[config.mk]
export PLATFORM = sky130hd
export DESIGN_NAME = ptpe_tap_codec
export DESIGN_NICKNAME = d
export VERILOG_FILES = /design/src/core/ptpe_pkg.sv /design/src/core/ptpe_tap_codec.sv
export SDC_FILE = /design/constraint.sdc
export NUM_CORES = 1
export LEC_CHECK = 0
export ABC_CLOCK_PERIOD_IN_PS = 1860
export BUFFER_PORTS_ARGS = -buffer_cell sky130_fd_sc_hd__buf_2
export CORE_ASPECT_RATIO = 1.2
export CORE_MARGIN = 4
export CORE_UTILIZATION = 40
export CTS_CLUSTER_DIAMETER = 100
export DETAILED_ROUTE_END_ITERATION = 10
export GPL_TIMING_DRIVEN = 0
export PLACE_DENSITY = 0.72
export SYNTH_ARGS = -nofsm -noshare
export SYNTH_HDL_FRONTEND = slang
export SYNTH_SLANG_ARGS = --single-unit
[constraint.sdc]
create_clock -name clk_sys -period 1.86 [get_ports clk_sys]
set_input_delay 0 -clock clk_sys [delete_from_list [all_inputs] [get_ports clk_sys]]
set_output_delay 0 -clock clk_sys [all_outputs]
set_load 0.1 [all_outputs]
[src/core/ptpe_pkg.sv]
// package for the tap position codec: code map constants and the wiper carrier type
package ptpe_pkg;
   localparam int unsigned TAP_COUNT        = 100;
   localparam int unsigned BLOCK_SIZE       = 25;
   localparam logic [7:0]  BLK1_FIRST_TAP   = 8'h19;
   localparam logic [7:0]  BLK2_FIRST_TAP   = 8'h32;
   localparam logic [7:0]  BLK3_FIRST_TAP   = 8'h4B;
   localparam logic [7:0]  LAST_TAP         = 8'h63;
   localparam logic [7:0]  BLK1_REFLECT     = 8'h51;   // 81
   localparam logic [7:0]  BLK2_OFFSET      = 8'h0E;   // 14
   localparam logic [7:0]  BLK3_REFLECT     = 8'hC3;   // 195
   localparam logic [7:0]  CODE_MIN         = 8'h00;
   localparam logic [7:0]  CODE_MAX_POS     = 8'h60;   // 96
   localparam logic [7:0]  BLK0_CODE_HI     = 8'h18;
   localparam logic [7:0]  BLK1_CODE_LO     = 8'h20;
   localparam logic [7:0]  BLK1_CODE_HI     = 8'h38;
   localparam logic [7:0]  BLK2_CODE_LO     = 8'h40;
   localparam logic [7:0]  BLK2_CODE_HI     = 8'h58;
   localparam logic [7:0]  BLK3_CODE_LO     = 8'h60;
   localparam logic [7:0]  BLK3_CODE_HI     = 8'h78;
   // recall delay window after supply rise, in microseconds
   localparam int unsigned RECALL_MIN_US    = 700;
   localparam int unsigned RECALL_MAX_US    = 1300;
   localparam int unsigned CLK_MHZ          = 10;
   localparam int unsigned RECALL_MIN_CYC   = RECALL_MIN_US * CLK_MHZ;
   localparam int unsigned RECALL_MAX_CYC   = RECALL_MAX_US * CLK_MHZ;
   localparam int unsigned RECALL_CYC_DEF   = (RECALL_MIN_CYC + RECALL_MAX_CYC) / 2;

   // decoded wiper selection
   typedef struct packed {
      logic       valid;
      logic [6:0] tap;
   } ptpe_wiper_type;
endpackage

[src/core/ptpe_tap_codec.sv]
// tap position codec for the fine step potentiometer, with power-up recall
// Overview of operation
// - taps 0 to 24 encode as the tap number itself
// - taps 25 to 49 encode as 81 minus tap, 56 down to 32
// - taps 50 to 74 encode as tap plus 14, 64 up to 88
// - taps 75 to 99 encode as 195 minus tap, 120 down to 96
// - wiper restored from storage 0.7 to 1.3 ms after power-up
`timescale 1ns/1ps
`default_nettype none
module ptpe_tap_codec
   import ptpe_pkg::*;
#(
   parameter int unsigned RECALL_CYCLES = RECALL_CYC_DEF
)(
   input  wire  logic                    clk_sys,
   input  wire  logic                    rst,
   input  wire  logic [7:0]              wiper_code,
   input  wire  logic                    wiper_write,
   input  wire  logic [7:0]              stored_code,
   output logic                          recall_done,
   output ptpe_pkg::ptpe_wiper_type      fine_step_potentiometer
);
   import ptpe_pkg::*;

   // refuse a recall delay outside the 0.7 to 1.3 ms recall window; checked once at elaboration
   if (RECALL_CYCLES < RECALL_MIN_CYC || RECALL_CYCLES > RECALL_MAX_CYC)
   begin : g_recall_range
      $error("recall delay outside the allowed window");
   end

   // code to tap; returns valid low for any code outside the four runs
   function automatic ptpe_wiper_type code_to_tap(input logic [7:0] c);
      ptpe_wiper_type r;
      r = '0;
      if (c <= BLK0_CODE_HI)
      begin
         r = '{1'b1, c[6:0]};
      end
      else if (c >= BLK1_CODE_LO && c <= BLK1_CODE_HI)
      begin
         r = '{1'b1, 7'(BLK1_REFLECT - c)};
      end
      else if (c >= BLK2_CODE_LO && c <= BLK2_CODE_HI)
      begin
         r = '{1'b1, 7'(c - BLK2_OFFSET)};
      end
      else if (c >= BLK3_CODE_LO && c <= BLK3_CODE_HI)
      begin
         r = '{1'b1, 7'(BLK3_REFLECT - c)};
      end
      return r;
   endfunction

   // tap to code, used only to check the round trip
   function automatic logic [7:0] tap_to_code(input logic [6:0] t);
      logic [7:0] tt;
      tt = {1'b0, t};
      if (tt < BLK1_FIRST_TAP)
         return tt;
      else if (tt < BLK2_FIRST_TAP)
         return 8'(BLK1_REFLECT - tt);
      else if (tt < BLK3_FIRST_TAP)
         return 8'(tt + BLK2_OFFSET);
      else
         return 8'(BLK3_REFLECT - tt);
   endfunction

   localparam int CW = $clog2(RECALL_MAX_CYC + 1);

   logic [CW-1:0]   pu_cnt_q;
   logic            done_q;
   ptpe_wiper_type  wiper_q;

   // power-up recall timer; reset stands for the supply rise
   always_ff @(posedge clk_sys or posedge rst)
   begin
      if (rst)
      begin
         pu_cnt_q <= '0;
         done_q   <= 1'b0;
      end
      else if (!done_q)
      begin
         if (pu_cnt_q == CW'(RECALL_CYCLES - 1))
            done_q <= 1'b1;
         pu_cnt_q <= pu_cnt_q + 1'b1;
      end
   end

   // wiper register: recall at timer end, host writes only after recall
   // a write during the recall window is dropped, the stored value wins
   always_ff @(posedge clk_sys or posedge rst)
   begin
      if (rst)
         wiper_q <= '0;
      else if (!done_q && pu_cnt_q == CW'(RECALL_CYCLES - 1))
         wiper_q <= code_to_tap(stored_code);
      else if (done_q && wiper_write)
         wiper_q <= code_to_tap(wiper_code);
   end

   assign recall_done             = done_q;
   assign fine_step_potentiometer = wiper_q;

   // checks
   property p_recall_time;
      @(posedge clk_sys) disable iff (rst)
      $rose(done_q) |-> (pu_cnt_q == CW'(RECALL_CYCLES));
   endproperty
   a_recall_time: assert property (p_recall_time)
      else $error("recall finished at wrong time");

   property p_recall_load;
      @(posedge clk_sys) disable iff (rst)
      (!done_q && pu_cnt_q == CW'(RECALL_CYCLES - 1)) |=>
         (wiper_q == code_to_tap($past(stored_code)));
   endproperty
   a_recall_load: assert property (p_recall_load)
      else $error("recalled wiper wrong");

   property p_blk0;
      @(posedge clk_sys) disable iff (rst)
      (done_q && wiper_write && wiper_code <= BLK0_CODE_HI) |=>
         (wiper_q.valid && {1'b0, wiper_q.tap} == $past(wiper_code));
   endproperty
   a_blk0: assert property (p_blk0)
      else $error("low block decode wrong");

   property p_blk1;
      @(posedge clk_sys) disable iff (rst)
      (done_q && wiper_write && wiper_code >= BLK1_CODE_LO && wiper_code <= BLK1_CODE_HI)
         |=> (wiper_q.valid && 8'(wiper_q.tap + $past(wiper_code)) == BLK1_REFLECT);
   endproperty
   a_blk1: assert property (p_blk1)
      else $error("second block decode wrong");

   property p_blk2;
      @(posedge clk_sys) disable iff (rst)
      (done_q && wiper_write && wiper_code >= BLK2_CODE_LO && wiper_code <= BLK2_CODE_HI)
         |=> (wiper_q.valid && 8'(wiper_q.tap + BLK2_OFFSET) == $past(wiper_code));
   endproperty
   a_blk2: assert property (p_blk2)
      else $error("third block decode wrong");

   property p_blk3;
      @(posedge clk_sys) disable iff (rst)
      (done_q && wiper_write && wiper_code >= BLK3_CODE_LO && wiper_code <= BLK3_CODE_HI)
         |=> (wiper_q.valid && 8'(wiper_q.tap + $past(wiper_code)) == BLK3_REFLECT);
   endproperty
   a_blk3: assert property (p_blk3)
      else $error("top block decode wrong");

   property p_round_trip;
      @(posedge clk_sys) disable iff (rst)
      wiper_q.valid |-> (wiper_q.tap <= LAST_TAP[6:0]
         && code_to_tap(tap_to_code(wiper_q.tap)) == wiper_q);
   endproperty
   a_round_trip: assert property (p_round_trip)
      else $error("selected tap out of range");

   property p_invalid;
      @(posedge clk_sys) disable iff (rst)
      (done_q && wiper_write && (wiper_code > BLK3_CODE_HI
         || (wiper_code > BLK0_CODE_HI && wiper_code < BLK1_CODE_LO)
         || (wiper_code > BLK1_CODE_HI && wiper_code < BLK2_CODE_LO)
         || (wiper_code > BLK2_CODE_HI && wiper_code < BLK3_CODE_LO))) |=> !wiper_q.valid;
   endproperty
   a_invalid: assert property (p_invalid)
      else $error("undefined code gave a tap");

   property p_no_early_write;
      @(posedge clk_sys) disable iff (rst)
      (!done_q && !(pu_cnt_q == CW'(RECALL_CYCLES - 1))) |=> $stable(wiper_q);
   endproperty
   a_no_early_write: assert property (p_no_early_write)
      else $error("wiper changed before recall");

   // once recalled the flag stays up until the next supply rise
   property p_done_sticky;
      @(posedge clk_sys) disable iff (rst)
      done_q |=> done_q;
   endproperty
   a_done_sticky: assert property (p_done_sticky)
      else $error("recall flag dropped");

   // the timer parks at its end value, so it cannot wrap and recall twice
   property p_timer_frozen;
      @(posedge clk_sys) disable iff (rst)
      done_q |=> $stable(pu_cnt_q);
   endproperty
   a_timer_frozen: assert property (p_timer_frozen)
      else $error("recall timer kept running");

   // while waiting the timer never passes the programmed delay
   property p_timer_bound;
      @(posedge clk_sys) disable iff (rst)
      !done_q |-> (pu_cnt_q < CW'(RECALL_CYCLES));
   endproperty
   a_timer_bound: assert property (p_timer_bound)
      else $error("recall timer overran");

   // without a write the selected tap stands; the wiper only moves on request
   property p_wiper_holds;
      @(posedge clk_sys) disable iff (rst)
      (done_q && !wiper_write) |=> $stable(wiper_q);
   endproperty
   a_wiper_holds: assert property (p_wiper_holds)
      else $error("wiper moved without a write");

   // reset stands for the supply rise: nothing selected, no recall yet
   property p_reset_state;
      @(posedge clk_sys)
      rst |-> (!done_q && wiper_q == '0 && pu_cnt_q == '0);
   endproperty
   a_reset_state: assert property (p_reset_state)
      else $error("state not cleared in reset");
endmodule
`default_nettype wire

==> impl_metrics.json <==
{
  "max-vdd-ir-drop_mv": 0.549,
  "pwr-share-seq_pct": 46.7,
  "final_util_pct": 50.0,
  "wl_met3_um": 158,
  "grt_usage_pct": 15.1,
  "worst_hold_slack_ps": 128,
  "cts_max_path_buffers": 2,
  "fp.dieH_um": 82.6,
  "htreeDepth": 1,
  "worst_pin_slew_ps": 858,
  "top_layer": "met4",
  "worst_skew_pair.late_latency_ps": 270,
  "switching_share_pct": 31.9,
  "r2r_slack_ps": 150,
  "period_share_pct": 91.7,
  "first_pass_iters": 4,
  "hold_viol": 0,
  "place_hpwl_um": 3050,
  "ys_seq_elements": 23,
  "power_density_nw_per_um2": 501,
  "arrival_ps": 1870,
  "start_util_pct": 42.6,
  "yosysWarnings": 0,
  "path_class": "flip-flop to flip-flop",
  "stdcell_count": 299,
  "grt_max_degree": 24,
  "cts-root-buf": "clkbuf_8",
  "maxSlewViolCount": 0,
  "cap_violations": 0,
  "min_path_cells": 3,
  "vias_per_cell": 5.63,
  "cts_buffers": 3,
  "synth-async-reset-ratio_pct": 100,
  "clock-sinks": 23,
  "ys_types": 56,
  "clk_pin_slew_worst_paths_ps": 90,
  "p_total_uw": 1090,
  "wl_met2_um": 2090,
  "dieArea_um2": 5800,
  "p_leak_uw": 0.000971,
  "wl_um": 4140,
  "hp-start": "stored_code[1]",
  "seq_area_frac_synth_pct": 31.0,
  "relSlewSlack_pct": 42.7,
  "gp_congestion": 0.878,
  "io_buffers": 24,
  "rsz0062_at_grt": "no",
  "wl_met1_um": 1860,
  "finalWorstSetupSlack_ps": 155,
  "start_kind": "flip-flop",
  "syn_avg_cell_area_um2": 8.92,
  "p_int_uw": 744,
  "wl_per_cell_um": 13.8,
  "design.portCount": 28,
  "setup_viol": 0,
  "cp-end-kind": "flip-flop",
  "reg2reg_to": "fine_step_potentiometer[4]",
  "fmax_mhz": 586,
  "vias": 1682,
  "drc": 0,
  "layout.nets": 274,
  "overflow": 0,
  "fill_cells": 430,
  "antenna_found_initial": 0,
  "die_width_um": 70.2,
  "hold_path.class": "input pin to flip-flop",
  "ant_nets": 0,
  "path_max_fanout": 7,
  "clock_power_share_pct": 29.8,
  "drt_iter0_drc": 95,
  "diodes": 0,
  "grt_pass1_wl_um": 7180,
  "rows": 26,
  "fin_crit_ps": 1710,
  "drive_gt1_share_pct": 21.4,
  "core_um2": 4360,
  "first_global_vias": 1606,
  "dp.cells": 288,
  "dp_slack_ps": -169,
  "synthFlopType": "dfrtp_1",
  "r2r_start": "pu_cnt_q[1]",
  "power_switching_uw": 349,
  "syn_inst": 208,
  "syn_area_um2": 1860,
  "tritoncts": "yes",
  "clock_skew_ps": 5.00,
  "area_growth_pct": 17.5,
  "syn_nets": 238,
  "cp.required_ps": 2020,
  "synth-edff-count": 0,
  "reg2reg_depth": 7,
  "min_to": "fine_step_potentiometer[1]",
  "comb_power_share_pct": 23.5,
  "outcome": "finished clean"
}
worst max path at each step:
| stage | startpoint | to | cells past startpoint |
|---|---|---|---|
| finish | pu_cnt_q[1] | fine_step_potentiometer[4] | 7 |
| detailed placement | pu_cnt_q[0] | fine_step_potentiometer[4] | 7 |
| global route | pu_cnt_q[1] | fine_step_potentiometer[3] | 7 |
| global placement | pu_cnt_q[0] | fine_step_potentiometer[4] | 7 |
| floorplan | pu_cnt_q[0] | fine_step_potentiometer[4] | 7 |
| CTS | pu_cnt_q[1] | fine_step_potentiometer[4] | 7 |
flip-flops by register name, summed over array words and instances, names as in the netlist:
name and count:
recall_done 1, fine_step_potentiometer 8, pu_cnt_q 14
layer usage:
metal / up-vias / global-route usage [%]
li1: 838 / -
met1: 809 / 18.3
met2: 31 / 27.8
met3: 4 / 3.03
met4: 0 / 2.87
met5: - / 0
synth_stat cells (all sizes together) (3+ instances only):
cell type	count	area share (%)
mux2i	3	1.6
o311ai	6	3.2
o31ai	3	1.2
ha	11	7.4
a211oi	5	2.3
dfrtp	23	31
o211ai	6	2.4
xor2	9	4.2
nand3	7	1.9
a21boi	3	1.2
nand2b	5	1.7
xnor2	12	5.7
or2	3	1.0
o21ai	9	2.4
a31oi	3	1.3
nor2	17	3.4
and3	7	2.4
inv	10	2.0
nand4	3	1.0
nand2	12	2.4
buf	6	2.0
a21oi	6	1.6
o311a	3	1.6
clkbuf	6	1.2
power groups by stage:
stage          clock (uW)  combinational (uW)  sequential, uW
2_1_floorplan           0                 133             568
3_3_place_gp            0                 250             520
3_5_place_dp            0                 253             520
4_1_cts               338                 257             510
5_1_grt               362                 282             511
6_report              326                 257             510
critical path, stage by stage, from the launching register on:
cell and delay (ps):
dfrtp_1 400, ha_4 150, nor4b_4 170, nand4_1 150
or2_1 240, buf_6 130, o31a_1 230, o311a_1 120
kinds of logic after synthesis:
logic type,Yosys count,synth area share (%)
compound gates,54,22.3
mux,4,2.23
fa+ha+maj,11,7.42
xor+xnor,21,9.91
buf+inv,22,5.19
simple gates,73,21.9
flops,23,31.0
metrics by stage:
| stage | cell area [um2] | setup TNS (ps) |
|---|---|---|
| 2_1_floorplan | 1860 | 0 |
| 3_3_place_gp | 2050 | -268 |
| 3_5_place_dp | 2050 | -309 |
| 4_1_cts | 2150 | 0 |
| 5_1_grt | 2180 | 0 |
| 6_report | 2180 | 0 |
final cells by class:
| type | count | area, um2 | area share, % |
|---|---|---|---|
| inverters | 10 | 37.5 | 1.72 |
| clock inverters | 1 | 7.51 | 0.344 |
| clock buffers | 3 | 41.3 | 1.89 |
| well taps | 56 | 70.1 | 3.21 |
| multi-input cells | 163 | 1210 | 55.4 |
| repair buffers | 31 | 178 | 8.15 |
| flip-flops and latches | 23 | 579 | 26.6 |
| plain buffers | 12 | 58.8 | 2.70 |
layout by cell type (no fill, tap or decap), types with 3 or more instances in the layout:
cell type	count
nand2b_1	5
o211ai_1	6
xnor2_1	12
nand3_1	7
mux2i_1	3
a211oi_1	4
o311a_1	3
xor2_1	9
and3_1	6
a21oi_1	6
o311ai_0	4
buf_2	29
dfrtp_2	3
o31ai_1	3
nor2_1	16
nand4_1	3
o21ai_0	9
buf_4	5
clkbuf_1	6
ha_1	10
inv_1	10
nand2_1	12
dfrtp_1	20
clkbuf_8	3
repair_timing:
| action | 4_1_cts | 5_1_grt |
|---|---|---|
| gates cloned | 0 | 0 |
| hold buffers | 2 | 0 |
| hold endpoints to repair | 24 | 0 |
| pin swaps | 3 | 4 |
| gates resized for setup | 3 | 4 |
| setup buffers | 3 | 2 |
| endpoints found under the setup margin | 5 | 7 |
No activity file was read; power rests on OpenSTA's default activity.
